==> src/design/io_port_pkg.sv <==
// Shared constants and types for the I/O port pin function mux
package io_port_pkg;

    // ------------------------------------------------------------
    // Pin counts and indices
    // ------------------------------------------------------------
    localparam int NUM_A    = 8;
    localparam int NUM_B    = 6;
    localparam int NUM_PINS = 14;
    localparam int PIN_PA0  = 0;
    localparam int PIN_PA1  = 1;
    localparam int PIN_PA2  = 2;
    localparam int PIN_PA4  = 4;
    localparam int PIN_PA5  = 5;
    localparam int PIN_PA6  = 6;
    localparam int PIN_PA7  = 7;
    localparam int PIN_PB0  = 8;
    localparam int PIN_PB1  = 9;
    localparam int PIN_PB2  = 10;
    localparam int PIN_PB3  = 11;
    localparam int PIN_PB5  = 13;

    // ------------------------------------------------------------
    // Field positions and capability masks
    // ------------------------------------------------------------
    localparam int PL_PA_LSB = 0;     // Shared pull-low bits 3..0 -> PA3..PA0
    localparam int PL_PB_LSB = 4;     // Shared pull-low bits 7..4 -> PB3..PB0
    localparam logic [NUM_A-1:0]    PA_PH_MASK = 8'hDF;
    localparam logic [NUM_PINS-1:0] OD_FORCED  = 14'h0020;

    // ------------------------------------------------------------
    // Reset values
    // ------------------------------------------------------------
    localparam logic [NUM_A-1:0]    DATA_A_RST = 8'h00;
    localparam logic [NUM_B-1:0]    DATA_B_RST = 6'h00;
    localparam logic [NUM_PINS-1:0] PIN_RST    = 14'h0000;
    localparam logic                FLAG_RST   = 1'h0;

    // Per-pin request into the pad driver
    typedef struct packed {
        logic [NUM_PINS-1:0] drive;   // Pin driven as output
        logic [NUM_PINS-1:0] val;     // Value to present
        logic [NUM_PINS-1:0] od;      // Open-drain drive
    } pad_req_t;

    // Registered pad drive
    typedef struct packed {
        logic [NUM_PINS-1:0] oe;
        logic [NUM_PINS-1:0] out;
    } pad_drv_t;

endpackage : io_port_pkg

==> src/design/pin_sync.sv <==
// Three-stage pin synchroniser with agreement filter and change pulse
`timescale 1ns/100ps
module pin_sync
    import io_port_pkg::*;
#(
    parameter int WIDTH = NUM_PINS
) (
    // Clock and reset
    input  wire logic             clk,
    input  wire logic             rst,
    // Raw pins
    input  wire logic [WIDTH-1:0] rawIn,
    // Filtered level and change pulse
    output logic      [WIDTH-1:0] level,
    output logic      [WIDTH-1:0] change
);

    logic [WIDTH-1:0] s1_ff, s2_ff, s3_ff, lvl_ff, chg_ff;
    logic [WIDTH-1:0] nxt_lvl, nxt_chg;

    // ------------------------------------------------------------
    // Next level: accept once stages two and three agree
    // ------------------------------------------------------------
    always_comb begin
        nxt_lvl = lvl_ff;
        nxt_chg = '0;
        for (int i = 0; i < WIDTH; i++) begin
            if ((s2_ff[i] == s3_ff[i]) && (s3_ff[i] != lvl_ff[i])) begin
                nxt_lvl[i] = s3_ff[i];
                nxt_chg[i] = 1'b1;
            end
        end
    end

    // Sync chain and filtered level
    always_ff @(posedge clk) begin
        if (rst) begin
            s1_ff  <= PIN_RST[WIDTH-1:0];
            s2_ff  <= PIN_RST[WIDTH-1:0];
            s3_ff  <= PIN_RST[WIDTH-1:0];
            lvl_ff <= PIN_RST[WIDTH-1:0];
            chg_ff <= PIN_RST[WIDTH-1:0];
        end else begin
            s1_ff  <= rawIn;
            s2_ff  <= s1_ff;
            s3_ff  <= s2_ff;
            lvl_ff <= nxt_lvl;
            chg_ff <= nxt_chg;
        end
    end

    assign level  = lvl_ff;
    assign change = chg_ff;

endmodule : pin_sync

==> src/design/pad_drive.sv <==
// Per-pin push-pull / open-drain drive, registered
`timescale 1ns/100ps
module pad_drive
    import io_port_pkg::*;
(
    // Clock and reset
    input  wire logic     clk,
    input  wire logic     rst,
    // Drive request
    input  pad_req_t      req,
    // Registered pad drive
    output pad_drv_t      drv
);

    pad_drv_t drv_ff, nxt_drv;

    // ------------------------------------------------------------
    // Drive decode, one cell per pin
    // ------------------------------------------------------------
    for (genvar i = 0; i < NUM_PINS; i++) begin : g_cell
        always_comb begin
            if (!req.drive[i]) begin
                nxt_drv.oe[i]  = 1'b0;            // Input: released
                nxt_drv.out[i] = 1'b0;
            end else if (req.od[i]) begin
                nxt_drv.oe[i]  = !req.val[i];     // Sink only on low
                nxt_drv.out[i] = 1'b0;
            end else begin
                nxt_drv.oe[i]  = 1'b1;
                nxt_drv.out[i] = req.val[i];
            end
        end
    end

    // Drive register
    always_ff @(posedge clk) begin
        if (rst) begin
            drv_ff <= '0;
        end else begin
            drv_ff <= nxt_drv;
        end
    end

    assign drv = drv_ff;

endmodule : pad_drive

==> src/design/io_port_pin_function_mux.sv <==
// Fourteen-pin GPIO port with pulls, open-drain, change flag and pin muxing
// Function
// Fourteen pins PA7..0, PB5..0, readable and writable through data regs.
// One direction bit per pin: eight for port A, six for port B.
// Per-pin pull-high enables for PA7,6,4..0 and PB5..0 on inputs.
// Pull-low: PA5 from A pull-high bit5, PA3..0 and PB3..0 shared reg.
// Pull resistors apply only while the pin is an input.
// Port B output pins may be individually open-drain.
// PA5 no pull-high, always open-drain; several pins lack pull-low.
// Wake enable bits pick pins whose level change sets change flag.
// Change interrupt only with flag, its enable and global enable set.
// Select bits route PB0 and PB1 as external interrupts 0 and 1.
// External interrupt on PB0/PB1 disables that pin's change detect.
// IR carrier drives PB1 only while IR enable is one.
// Configured PA5 is active-low external reset input.
// Crystal mode takes PA6 as crystal input, PA7 as output.
// Internal oscillator, no crystal: instruction clock out on PA7.
// PA4 feeds timer zero and one clock, PA1 feeds timer three.
// PB3 priority: comparator, then PWM1, then buzzer one.
// PWM2 drives PB2 or PA0 when enabled.
// PWM4 drives PA2 or PB5 when enabled, else GPIO.
// PWM5 drives PB0 or PA1 when enabled, else GPIO.
// PWM4/PWM5 polarity one makes the output active low.
// Per-pin read type picks pin level or output latch on read.
// Pins synchronised; change found by comparing with previous sample.
// Change flag sticks until written zero; new detect beats clear.
`timescale 1ns/100ps
module io_port_pin_function_mux
    import io_port_pkg::*;
(
    // Clock and reset
    input  wire logic                clk,
    input  wire logic                rst,
    // Pads: input level, output value, output enable
    input  wire logic [NUM_PINS-1:0] padIn,
    output logic      [NUM_PINS-1:0] padOut,
    output logic      [NUM_PINS-1:0] padOe,
    output logic      [NUM_PINS-1:0] pullHighEn,
    output logic      [NUM_PINS-1:0] pullLowEn,
    // Data latch writes
    input  wire logic                portAWr,
    input  wire logic [NUM_A-1:0]    portAWrData,
    input  wire logic                portBWr,
    input  wire logic [NUM_B-1:0]    portBWrData,
    // Data reads
    output logic      [NUM_A-1:0]    portADataRd,
    output logic      [NUM_B-1:0]    portBDataRd,
    input  wire logic [NUM_PINS-1:0] readLatchSel,
    // Pin configuration
    input  wire logic [NUM_A-1:0]    portADirection,
    input  wire logic [NUM_B-1:0]    portBDirection,
    input  wire logic [NUM_A-1:0]    portAPullhighCtrl,
    input  wire logic [NUM_B-1:0]    portBPullhighCtrl,
    input  wire logic [7:0]          sharedPulllowCtrl,
    input  wire logic [NUM_B-1:0]    portBOpendrainCtrl,
    // Change interrupt
    input  wire logic [NUM_A-1:0]    portAWakeEnable,
    input  wire logic [NUM_B-1:0]    portBWakeEnable,
    input  wire logic                portChangeIntEnable,
    input  wire logic                globalIntEnable,
    input  wire logic                portChangeFlagClr,
    output logic                     portChangeFlag,
    output logic                     portChangeIrq,
    // External interrupts
    input  wire logic                extInt0Select,
    input  wire logic                extInt1Select,
    output logic                     extInt0,
    output logic                     extInt1,
    // Configuration word and oscillator
    input  wire logic                resetPinCfg,
    input  wire logic                extHighCrystal,
    input  wire logic                extLowCrystal,
    input  wire logic                internalHighRc,
    input  wire logic                internalLowRc,
    input  wire logic                clkOutCfg,
    input  wire logic                instrClk,
    output logic                     extResetReqN,
    output logic                     crystalPinsEn,
    // Timer clock inputs
    input  wire logic                timerZeroSourceSel,
    input  wire logic                timerZeroLowclkSel,
    input  wire logic                timerOneSourceSel,
    input  wire logic                timerThreeSourceSel,
    output logic                     timerZeroExtClk,
    output logic                     timerOneExtClk,
    output logic                     timerThreeExtClk,
    // Alternate outputs
    input  wire logic                irCarrierEnable,
    input  wire logic                irCarrier,
    input  wire logic                comparatorPinEnable,
    input  wire logic                comparatorOut,
    input  wire logic                pwmOneOutEnable,
    input  wire logic                pwmOneOnPa4,
    input  wire logic                pwmOne,
    input  wire logic                buzzerOneEnable,
    input  wire logic                buzzerOne,
    input  wire logic                pwmTwoOutEnable,
    input  wire logic                pwmTwoOnPa0,
    input  wire logic                pwmTwo,
    input  wire logic                pwmFourOutEnable,
    input  wire logic                pwmFourActiveLow,
    input  wire logic                pwmFourOnPb5,
    input  wire logic                pwmFour,
    input  wire logic                pwmFiveOutEnable,
    input  wire logic                pwmFiveActiveLow,
    input  wire logic                pwmFiveOnPa1,
    input  wire logic                pwmFive
);

    // ------------------------------------------------------------
    // Declarations
    // ------------------------------------------------------------
    logic [NUM_A-1:0]    dataA_ff, nxt_dataA;
    logic [NUM_B-1:0]    dataB_ff, nxt_dataB;
    logic [NUM_PINS-1:0] pinLevel, pinChange, latchAll, isInput, wakeMask;
    logic [NUM_PINS-1:0] altEn, altVal, phCap, plCap, nxt_ph, nxt_pl;
    logic [NUM_PINS-1:0] ph_ff, pl_ff, rd_ff, nxt_rd;
    logic                flag_ff, nxt_flag, rstN_ff, nxt_rstN;
    logic                crystal, clkOut, pwmFourVal, pwmFiveVal, wakeHit;
    pad_req_t            req;
    pad_drv_t            drv;

    // Selects the latch bit or the pin level per pin
    function automatic logic [NUM_PINS-1:0] readMux(
        input logic [NUM_PINS-1:0] sel,
        input logic [NUM_PINS-1:0] latchV,
        input logic [NUM_PINS-1:0] pinV);
        readMux = (sel & latchV) | (~sel & pinV);
    endfunction : readMux

    // ------------------------------------------------------------
    // Pin synchroniser and pad driver
    // ------------------------------------------------------------
    pin_sync #(.WIDTH(NUM_PINS)) pin_sync_i (
        .clk    (clk),
        .rst    (rst),
        .rawIn  (padIn),
        .level  (pinLevel),
        .change (pinChange)
    );

    pad_drive pad_drive_i (
        .clk (clk),
        .rst (rst),
        .req (req),
        .drv (drv)
    );

    assign padOut = drv.out;
    assign padOe  = drv.oe;

    // ------------------------------------------------------------
    // Data latches
    // ------------------------------------------------------------
    always_comb begin
        nxt_dataA = portAWr ? portAWrData : dataA_ff;
        nxt_dataB = portBWr ? portBWrData : dataB_ff;
    end

    always_ff @(posedge clk) begin
        if (rst) begin
            dataA_ff <= DATA_A_RST;
            dataB_ff <= DATA_B_RST;
        end else begin
            dataA_ff <= nxt_dataA;
            dataB_ff <= nxt_dataB;
        end
    end

    assign latchAll = {dataB_ff, dataA_ff};
    assign isInput  = {portBDirection, portADirection};  // 1 = input

    // ------------------------------------------------------------
    // Alternate function steering
    // ------------------------------------------------------------
    always_comb begin
        crystal    = extHighCrystal || extLowCrystal;
        clkOut     = clkOutCfg && !crystal
                     && (internalHighRc || internalLowRc);
        pwmFourVal = pwmFour ^ pwmFourActiveLow;
        pwmFiveVal = pwmFive ^ pwmFiveActiveLow;
        altEn      = '0;
        altVal     = '0;
        altEn[PIN_PA0]  = pwmTwoOutEnable && pwmTwoOnPa0;
        altVal[PIN_PA0] = pwmTwo;
        altEn[PIN_PB2]  = pwmTwoOutEnable && !pwmTwoOnPa0;
        altVal[PIN_PB2] = pwmTwo;
        altEn[PIN_PA2]  = pwmFourOutEnable && !pwmFourOnPb5;
        altVal[PIN_PA2] = pwmFourVal;
        altEn[PIN_PB5]  = pwmFourOutEnable && pwmFourOnPb5;
        altVal[PIN_PB5] = pwmFourVal;
        altEn[PIN_PA1]  = pwmFiveOutEnable && pwmFiveOnPa1;
        altVal[PIN_PA1] = pwmFiveVal;
        altEn[PIN_PB0]  = pwmFiveOutEnable && !pwmFiveOnPa1;
        altVal[PIN_PB0] = pwmFiveVal;
        altEn[PIN_PA4]  = pwmOneOutEnable && pwmOneOnPa4;
        altVal[PIN_PA4] = pwmOne;
        altEn[PIN_PB1]  = irCarrierEnable;
        altVal[PIN_PB1] = irCarrier;
        altEn[PIN_PA7]  = clkOut;
        altVal[PIN_PA7] = instrClk;
        // PB3 fixed priority
        if (comparatorPinEnable) begin
            altEn[PIN_PB3]  = 1'b1;
            altVal[PIN_PB3] = comparatorOut;
        end else if (pwmOneOutEnable && !pwmOneOnPa4) begin
            altEn[PIN_PB3]  = 1'b1;
            altVal[PIN_PB3] = pwmOne;
        end else if (buzzerOneEnable) begin
            altEn[PIN_PB3]  = 1'b1;
            altVal[PIN_PB3] = buzzerOne;
        end
    end

    // Drive request to the pads
    always_comb begin
        req.drive = altEn | ~isInput;
        req.val   = (altEn & altVal) | (~altEn & latchAll);
        req.od    = OD_FORCED
                    | {portBOpendrainCtrl, {NUM_A{1'b0}}};
        if (crystal) begin
            req.drive[PIN_PA6] = 1'b0;
            req.drive[PIN_PA7] = 1'b0;
        end
    end

    assign crystalPinsEn = crystal;

    // ------------------------------------------------------------
    // Pull resistor enables
    // ------------------------------------------------------------
    always_comb begin
        phCap = {portBPullhighCtrl, portAPullhighCtrl & PA_PH_MASK};
        plCap = '0;
        plCap[PIN_PA5] = portAPullhighCtrl[PIN_PA5];
        plCap[3:0]     = sharedPulllowCtrl[PL_PA_LSB+:4];
        plCap[PIN_PB0+:4] = sharedPulllowCtrl[PL_PB_LSB+:4];
        nxt_ph = phCap & isInput & ~altEn;
        nxt_pl = plCap & isInput & ~altEn;
        if (crystal) begin
            nxt_ph[PIN_PA7:PIN_PA6] = 2'h0;
            nxt_pl[PIN_PA7:PIN_PA6] = 2'h0;
        end
    end

    always_ff @(posedge clk) begin
        if (rst) begin
            ph_ff <= PIN_RST;
            pl_ff <= PIN_RST;
        end else begin
            ph_ff <= nxt_ph;
            pl_ff <= nxt_pl;
        end
    end

    assign pullHighEn = ph_ff;
    assign pullLowEn  = pl_ff;

    // ------------------------------------------------------------
    // Read path
    // ------------------------------------------------------------
    always_comb begin
        nxt_rd = readMux(readLatchSel, latchAll, pinLevel);
    end

    always_ff @(posedge clk) begin
        if (rst) begin
            rd_ff <= PIN_RST;
        end else begin
            rd_ff <= nxt_rd;
        end
    end

    assign portADataRd = rd_ff[NUM_A-1:0];
    assign portBDataRd = rd_ff[NUM_PINS-1:NUM_A];

    // ------------------------------------------------------------
    // Port change flag and interrupt
    // ------------------------------------------------------------
    always_comb begin
        wakeMask = {portBWakeEnable, portAWakeEnable};
        wakeMask[PIN_PB0] = wakeMask[PIN_PB0] && !extInt0Select;
        wakeMask[PIN_PB1] = wakeMask[PIN_PB1] && !extInt1Select;
        wakeHit  = |(pinChange & wakeMask);
        nxt_flag = wakeHit || (flag_ff && !portChangeFlagClr);
    end

    always_ff @(posedge clk) begin
        if (rst) begin
            flag_ff <= FLAG_RST;
        end else begin
            flag_ff <= nxt_flag;
        end
    end

    assign portChangeFlag = flag_ff;
    assign portChangeIrq  = flag_ff && portChangeIntEnable
                            && globalIntEnable;

    // ------------------------------------------------------------
    // External interrupts, timer clocks, reset pin
    // ------------------------------------------------------------
    assign extInt0 = extInt0Select && pinLevel[PIN_PB0];
    assign extInt1 = extInt1Select && pinLevel[PIN_PB1];
    assign timerZeroExtClk  = timerZeroSourceSel && !timerZeroLowclkSel
                              && pinLevel[PIN_PA4];
    assign timerOneExtClk   = timerOneSourceSel && pinLevel[PIN_PA4];
    assign timerThreeExtClk = timerThreeSourceSel
                              && pinLevel[PIN_PA1];

    always_comb begin
        nxt_rstN = !(resetPinCfg && !pinLevel[PIN_PA5]);
    end

    always_ff @(posedge clk) begin
        if (rst) begin
            rstN_ff <= 1'b1;
        end else begin
            rstN_ff <= nxt_rstN;
        end
    end

    assign extResetReqN = rstN_ff;
endmodule : io_port_pin_function_mux

==> config.mk <==
export PLATFORM = sky130hd
export DESIGN_NAME = io_port_pin_function_mux
export DESIGN_NICKNAME = d
export VERILOG_FILES = /design/src/design/io_port_pkg.sv /design/src/design/pin_sync.sv /design/src/design/pad_drive.sv /design/src/design/io_port_pin_function_mux.sv
export SDC_FILE = /design/constraint.sdc
export NUM_CORES = 1
export LEC_CHECK = 0
export ABC_AREA = 1
export BUFFER_PORTS_ARGS = -buffer_cell sky130_fd_sc_hd__buf_4
export CAP_MARGIN = 5
export CELL_PAD_IN_SITES_DETAIL_PLACEMENT = 0
export CELL_PAD_IN_SITES_GLOBAL_PLACEMENT = 1
export CORE_MARGIN = 5
export CORE_UTILIZATION = 30
export DETAILED_ROUTE_END_ITERATION = 6
export GPL_TIMING_DRIVEN = 0
export MAX_ROUTING_LAYER = met4
export PLACE_DENSITY = 0.74
export SYNTH_ARGS = -nofsm -noshare
export SYNTH_HDL_FRONTEND = slang
export SYNTH_SLANG_ARGS = --single-unit
export TNS_END_PERCENT = 1
==> constraint.sdc <==
create_clock -name clk -period 1.2 [get_ports clk]
set_input_delay 0.06 -clock clk [delete_from_list [all_inputs] [get_ports clk]]
set_output_delay 0.06 -clock clk [all_outputs]
set_load 0.005 [all_outputs]
==> metrics.md, run 1 <==
| Metric | Value |
|---|---|
| Result of the run | finished, violations left |
| Violated checks | setup timing |
| Slowest cell on crit path | dlygate4sd3_1 |
| Vias in the first global route | ~5000 |
| Die H | about 140 um |
| Count of cell types in the netlist | 28 |
| Hold Path Sink | pad_drive_i.drv[0] |
| Clock tree from TritonCTS | done |
| Drt wl/cell | between 10 and 15 um |
| Worst EP arrival | roughly 1.6 ns |
| Max Root-Sink Buffers | 2 |
| # H-tree levels | 4 |
| RR Endpoint | portChangeFlag |
| Clock Sinks | 149 |
| Worst hold slack | roughly 0.031 ns |
| Pre-CTS WS | approximately 0.21 ns |
| R2R cell count | 6 |
| Worst skew pair latency | approximately 0.42 ns |
| Hold Crit Depth | 4 |
| Clk slew on worst S/H paths | about 0.06 ns |
| Most Crowded Layer GR | met2 |
| Crit path top cell by count | dlygate4sd3_1 |
| Critical path type | input port to flip-flop |
| Min cycle time layout | 1.22 ns |
| Reg-to-reg slack, setup | between 0.2 and 0.25 ns |
| GP Congestion | 0.794 |
| Ys flop type | dfxtp_1 |
| Post-Syn Area | between 5000 and 6000 sq um |
| Startpoint Class | input port |
| Share of the synthesized area in the top cell type | about three fifths |
| Syn. warnings | 0 |
| # diodes | 0 |
| Num CTS Buffers | 17 |
| Share of layout cells above drive strength 1 | roughly 28% |
| #FFs+latches synth | ~150 |
| GRT met1 Usage | between 20% and 30% |
| P_int | between 9 and 10 mW |
| Req. time, crit path | 1.55 ns |
| Syn_area_per_cell | between 8 and 9 sq um |
| Leakage | around 4.2 nW |
| Reg power frac | roughly 45% |
| Via count | between 5000 and 6000 |
| Worst Hold Class | input port to flip-flop |
| NetSw | approximately 2.6 mW |
| Total congestion overflow | 0 |
| # IOs | 217 |
| Setup violations, final | 1 |
| Initial core utilization | a little over 30% |
| Largest net degree at the start of global routing | 17 |
| Final net count | between 1000 and 1500 |
| Tot GR Track Use | 17.3% |
| Max cap viols | 0 |
| CP cell instances | dlygate4sd3_1 -> buf_4 -> nand2_1 -> nor3b_1 -> dlygate4sd3_1 |
| Final Max Tran Viols | 0 |
| Synth cell count leaders | 149 x dfxtp_1, 131 x nor2_1, 112 x nand2_1 |
| Post-Route WL | around 17 mm |
| Met3 usage | 4.47% |
| Worst Skew | 0.0140 ns |
| Vias/cell | ~4.1 |
| Worst Path Buf+Inv | 3 |
| RSZ-0062 raised after global routing | true |
| Sw frac | 22.5% |
| Fraction of registers with async set/reset | 0% |
| DRC | 0 |
| Clock share of power | 43.2% |
| Final cycle utilization of the critical path | 101% |
| Rows | 47 |
| DRT antenna net count | 0 |
| CP Capture Type | flip-flop |
| Initial drt markers | between 150 and 200 |
| Worst R2R Start | pin_sync_i.change[0] |
| Post-Syn Instances | about 640 |
| Post-synthesis cell type with the largest combined area | dfxtp_1 |
| Width of the die | 141 um |
| I/O Buffers | 209 |
| Max Fclk | between 800 and 900 MHz |
| Die area | between 15000 and 20000 sq um |
| Critical Path Stages | 5 |
| Worst Slack Setup Final | -0.0154 ns |
| Max incr delay on CP | approximately 0.57 ns |
| Area growth syn-to-layout | 71.1% |
| P per Cell Area | ~1300 nW/um^2 |
| Final setup TNS | -0.0154 ns |
| Final-report hold violation count | 0 |
| CTS root buffer | clkbuf_16 |
| Max VDD drop | about 1100 uV |
| Post-synth EDFFs | 0 |
| Top cells by area, synth | dfxtp_1 58%, nor2_1 9.6%, nand2_1 8.2% |
| Core area | 16700 sq um |
| Worst path top cell family by delay | buffers and inverters |
| DR pass1 iterations | 4 |
| Max Fanout on Critical Path | 3 |
| Hold Crit Start | pwmTwo |
| Layout fillers | 1576 |
| First-pass GRT wire length | 25.9 mm |
| Met2 global-route usage | ~28% |
| Most common cell in the netlist | dfxtp_1 |
| Initial antenna violation count | 0 |
| Gate power share | between 10% and 20% |
| DP HPWL | around 12 mm |
| Post-synthesis sequential area ratio | about three fifths |
==> metal layers <==
| layer | vias to the layer above | share of wire (%) |
|---|---|---|
| li1 | 2656 | - |
| met1 | 2194 | 44 |
| met2 | 183 | 48 |
| met3 | 24 | 6.1 |
| met4 | 0 | 2.1 |
| met5 | - | 0 |
==> final cells by class <==
type,instances,area [sq um],area share (%)
Sequential cell,149,2990,34.0
Timing Repair Buffer,327,2760,31.5
Multi-Input combinational cell,383,1720,19.6
Clock buffer,22,484,5.51
Inverter,90,338,3.85
Tap cell,220,275,3.13
Buffer,21,135,1.54
Clock inverter,9,76.3,0.869
==> how the worst max path moves through the flow <==
stage                          from                   end
4_1_cts                 pwmOneOnPa4         pullHighEn[4]
3_3_place_gp                    rst  pin_sync_i.change[1]
3_5_place_dp   pin_sync_i.change[0]        portChangeFlag
2_1_floorplan           dataB_ff[1]   pad_drive_i.drv[23]
6_report          portADirection[1]         pullHighEn[1]
5_1_grt           portADirection[0]         pullHighEn[0]
==> what timing repair did <==
action,CTS,global route
buffers inserted,0,0
hold buffers,118,0
endpoints found under the hold margin,91,0
endpoints found under the setup margin,1,10
resized for setup,1,13
==> worst min-delay path, cell delays in order <==
cell     delay, ns
buf_4         0.07
inv_1         0.03
o21ai_0       0.13
and2_1        0.11
==> logic make-up after synthesis <==
kind of cell | share of synthesized area [%]
simple gates | 24.1
compound gates | 7.95
mux | 0.195
buf+inv | 9.22
other cells | 0.0731
flops | 58.1
xor+xnor | 0.341
==> power groups by stage <==
stage                     logic [mW]  clock network (mW)  registers (mW)
after floorplan                0.386                   0            5.33
after global placement          1.04                   0            5.34
after detailed placement        1.05                   0            5.34
after CTS                       1.36                5.14            5.24
after global routing            1.50                5.37            5.25
final                           1.37                5.03            5.23
==> cells in the final DEF (no fill, tap or decap), types with 2 or more instances in the layout <==
| master | n |
|---|---|
| clkbuf_16 | 17 |
| a21oi_2 | 3 |
| inv_2 | 2 |
| nand3_2 | 2 |
| nand2_1 | 110 |
| o21ai_1 | 2 |
| clkbuf_8 | 4 |
| nor3b_1 | 10 |
| nor2_1 | 131 |
| dlymetal6s4s_1 | 5 |
| nor2_4 | 2 |
| a21oi_1 | 44 |
| nor3_1 | 2 |
| dfxtp_1 | 147 |
| nor3b_2 | 3 |
| conb_1 | 7 |
| inv_1 | 88 |
| xor2_1 | 2 |
| nand3_1 | 25 |
| o21ai_0 | 27 |
| dlygate4sd3_1 | 113 |
| buf_2 | 8 |
| nand2_2 | 2 |
| clkinv_2 | 6 |
| buf_4 | 221 |
| and2_1 | 2 |
==> registers in the layout, indices dropped and copies added (netlist names) <==
name	cells
extResetReqN	1
portChangeFlag	1
pin_sync_i.change	14
pullHighEn	13
pin_sync_i.s2_ff	14
pin_sync_i.s1_ff	14
pin_sync_i.s3_ff	14
pullLowEn	9
rd_ff	14
pin_sync_i.level	14
dataA_ff	8
pad_drive_i.drv	27
dataB_ff	6
==> stage by stage <==
stage / cell area, sq um / cells / util (%) / total power, mW
floorplan: 5150 / 643 / - / 5.71
global placement: 7000 / 1072 / 41.9 / 6.38
detailed placement: 7000 / 1072 / 41.9 / 6.39
CTS: 8740 / 1221 / 52.3 / 11.7
global route: 8780 / 1221 / 52.6 / 12.1
finish: 8780 / 1221 / 52.6 / 11.6
(Power assumes the default switching activity.)
==> run 2: changes to the inputs <==
Settings changed: ABC_AREA 1 to unset, BUFFER_PORTS_ARGS -buffer_cell sky130_fd_sc_hd__buf_4 to unset, DONT_BUFFER_PORTS set to 1, PLACE_DENSITY 0.74 to 0.57.
==> run 2 against run 1 <==
Compared with the run above:
- clock-buffer cell count is 2 lower
- final cell count decreased by 28%
- flip-flop and latch count unchanged
- die area fell by 3.2%
- register-to-register slack got worse by 0.17 ns
- hold slack lost 0.0057 ns
- synthesized cell count fell by 23%
- cell area is 17% lower
- the run still ends with setup timing left
- fmax down 1.4%
- routed wire length decreased by 11%
- highest routed layer unchanged
==> metrics.md, run 2 <==
| Metric | Value |
|---|---|
| Result of the run | finished, violations left (unchanged) |
| Violated checks | setup timing (unchanged) |
| Syn. warnings | 0 (unchanged) |
| # IOs | 217 (unchanged) |
| Clock Sinks | 149 (unchanged) |
| Most common cell in the netlist | dfxtp_1 (unchanged) |
| Top cells by area, synth | dfxtp_1 60%, nor2_1 6.3%, mux2i_1 6.1% (was dfxtp_1 58%, nor2_1 9.6%, nand2_1 8.2%) |
| Area growth syn-to-layout | 47.2% (was 71.1%) |
| Final-report hold violation count | 0 (unchanged) |
| Ys flop type | dfxtp_1 (unchanged) |
| Worst EP arrival | 1.59 ns (was 1.57 ns) |
| Max FFs per register | 27 (unchanged) |
| P per Cell Area | 1630 nW/um^2 (was 1320 nW/um^2) |
| Final net count | 790 (was 1127) |
| Max Fclk | 811 MHz (was 823 MHz) |
| Post-synthesis cell type with the largest combined area | dfxtp_1 (unchanged) |
| Worst Slack Setup Final | -0.0323 ns (was -0.0154 ns) |
| First-pass GRT wire length | 22.8 mm (was 25.9 mm) |
| # diodes | 0 (unchanged) |
| Share of layout cells above drive strength 1 | 9.47% (was 27.9%) |
| Critical path type | input port to flip-flop (unchanged) |
| Num CTS Buffers | 17 (unchanged) |
| Share of the synthesized area in the top cell type | 60.2% (was 58.1%) |
| GP Congestion | 0.906 (was 0.794) |
| DRT antenna net count | 0 (unchanged) |
| Clk slew on worst S/H paths | 0.06 ns (about the same) |
| Min cycle time layout | 1.23 ns (was 1.22 ns) |
| Placed cell area | 5260 sq um (was 7000 sq um) |
| Utilization after layout | 44.5% (was 52.6%) |
| Setup violations, final | 3 (was 1) |
| Die area | 19200 sq um (was 19800 sq um) |
| DRC | 0 (unchanged) |
| Worst skew pair latency | 0.42 ns (about the same) |
| #FFs+latches synth | 149 (unchanged) |
| Slowest cell on crit path | dlygate4sd3_1 (unchanged) |
| Worst slew margin | a little over half |
| Initial drt markers | 156 (was 190) |
| CTS root buffer | clkbuf_16 (unchanged) |
| Max Root-Sink Buffers | 2 (unchanged) |
| Max incr delay on CP | 0.64 ns (was 0.57 ns) |
| Synth cell count leaders | 149 x dfxtp_1, 83 x nor2_1, 45 x nor2b_1 (was 149 x dfxtp_1, 131 x nor2_1, 112 x nand2_1) |
| Max VDD drop | 996 uV (was 1100 uV) |
| Max Fanout on Critical Path | 6 (was 3) |
| Post-synth EDFFs | 0 (unchanged) |
| Final instance area | 7300 sq um (was 8780 sq um) |
| Total congestion overflow | 0 (unchanged) |
| Worst-margin pin slew | around 0.7 ns |
| I/O Buffers | 0 (was 209) |
| Count of cell types in the netlist | 41 (was 28) |
| Initial core utilization | 30.2% (was 30.7%) |
| Leakage | 3.01 nW (was 4.21 nW) |
| CP Capture Type | flip-flop (unchanged) |
| Drt wl/cell | 17.0 um (was 13.7 um) |
| Final Max Tran Viols | 0 (unchanged) |
| Post-Route WL | 15.0 mm (was 16.8 mm) |
| Req. time, crit path | 1.56 ns (was 1.55 ns) |
| Post-Syn Area | 4960 sq um (was 5130 sq um) |
| Syn_area_per_cell | 10.1 sq um (was 8.06 sq um) |
| RSZ-0062 raised after global routing | true (unchanged) |
| Vias/cell | 4.47 (was 4.14) |
| Largest net degree at the start of global routing | 17 (unchanged) |
| Startpoint Class | input port (unchanged) |
| Worst hold slack | 0.0249 ns (was 0.0306 ns) |
| Final setup TNS | -0.0756 ns (was -0.0154 ns) |
| # H-tree levels | 4 (unchanged) |
| Max cap viols | 0 (unchanged) |
| Post-Syn Instances | 493 (was 637) |
| Worst Hold Class | input port to flip-flop (unchanged) |
| Post-synthesis sequential area ratio | 60.2% (was 58.1%) |
| Core area | 16400 sq um (was 16700 sq um) |
| Rows | 47 (unchanged) |
| Vias in the first global route | 4164 (was 5001) |
| DR pass1 iterations | 4 (unchanged) |
| Width of the die | 139 um (was 141 um) |
| Tot GR Track Use | 16.1% (was 17.3%) |
| Most frequent cells in the layout | 148 x dfxtp_1, 131 x dlygate4sd3_1, 83 x nor2_1, 45 x nor2b_1, 40 x a21oi_1 (was 221 x buf_4, 147 x dfxtp_1, 131 x nor2_1, 113 x dlygate4sd3_1, 110 x nand2_1) |
| Clock tree from TritonCTS | done (unchanged) |
| DP HPWL | 10.5 mm (was 12.0 mm) |
| Final cycle utilization of the critical path | 103% (was 101%) |
| Fraction of registers with async set/reset | 0% (unchanged) |
| Worst Skew | 0.00453 ns (was 0.0140 ns) |
| Leading cell type in the layout, fill and taps excluded | dfxtp_1 (was buf_4) |
| Crit path top cell by count | dlygate4sd3_1 (unchanged) |
| Initial antenna violation count | 0 (unchanged) |
| CP cell instances | dlygate4sd3_1 -> nor4bb_1 -> dlygate4sd3_1 (was dlygate4sd3_1 -> buf_4 -> nand2_1 -> nor3b_1 -> dlygate4sd3_1) |
| Die H | 139 um (was 141 um) |
| Via count | 3954 (was 5057) |
| Layout fillers | 1505 (was 1576) |
-- run 2: stage by stage --
| stage | setup slack (ns) | instances | power, mW |
|---|---|---|---|
| floorplan | 0.173 | 499 | 5.64 |
| global placement | -0.246 | 719 | 5.77 |
| detailed placement | -0.259 | 719 | 5.78 |
| CTS | -0.00481 | 885 | 12.1 |
| global route | -0.0440 | 885 | 12.4 |
| finish | -0.0323 | 885 | 11.9 |
-- run 2: layout make-up --
cell class / instances / area (sq um) / area share, %
timing repair buffer: 134 / 1340 / 18.4
buffer: 24 / 138 / 1.89
clock inverter: 12 / 199 / 2.73
sequential: 149 / 2980 / 40.9
inverter: 2 / 7.51 / 0.103
tap: 220 / 275 / 3.77
clock buffer: 20 / 457 / 6.26
multi-input combinational: 324 / 1900 / 26.0
-- run 2: logic make-up (layout without fill, tap and decap cells) --
logic type,count (synthesis),count (layout),synth area share (%)
and+or+nand+nor,211,211,21.8
DFF,149,149,60.2
AOI/OAI and AO/OA,72,72,8.13
muxes,32,32,6.51
buffers and inverters,26,192,2.93
xor gates and xnor gates,2,2,0.353
other,1,7,0.0756
-- run 2: final timing paths --
path / cells after the start / end / slack [ns] / from
max: 3 / pullHighEn[9] / -0.03 / irCarrierEnable
min: 3 / pad_drive_i.drv[1] / 0.02 / pwmFiveOutEnable
max reg2reg: 4 / portChangeFlag / 0.04 / pin_sync_i.change[4]
min reg2reg: 1 / pin_sync_i.s2_ff[5] / 0.44 / pin_sync_i.s1_ff[5]
-- run 2: worst max-delay path: cells and delay by family --
family	cells	cell delay (ns)
simple gates	1	0.31
buf+inv	2	1.22
-- run 2: repair_timing --
action | 4_1_cts | 5_1_grt
hold buffers | 134 | 0
hold endpoints to repair | 93 | 0
endpoints found under the setup margin | 1 | 7
resized for setup | 3 | 8
pin swaps | 3 | 2
setup buffers | 0 | 1
-- run 2: metal layers --
| metal | share of wire, % | global-route usage, % |
|---|---|---|
| met1 | 39 | 16.9 |
| met2 | 52 | 27.4 |
| met3 | 7.1 | 6.28 |
| met4 | 2.3 | 5.77 |
| met5 | 0 | - |
-- run 2: report_power, final --
group / switching, mW / internal (mW) / total [mW]
logic: 0.344 / 0.481 / 0.825
registers: 0.114 / 5.12 / 5.23
clock network: 2.05 / 3.81 / 5.86
total: 2.51 / 9.41 / 11.9
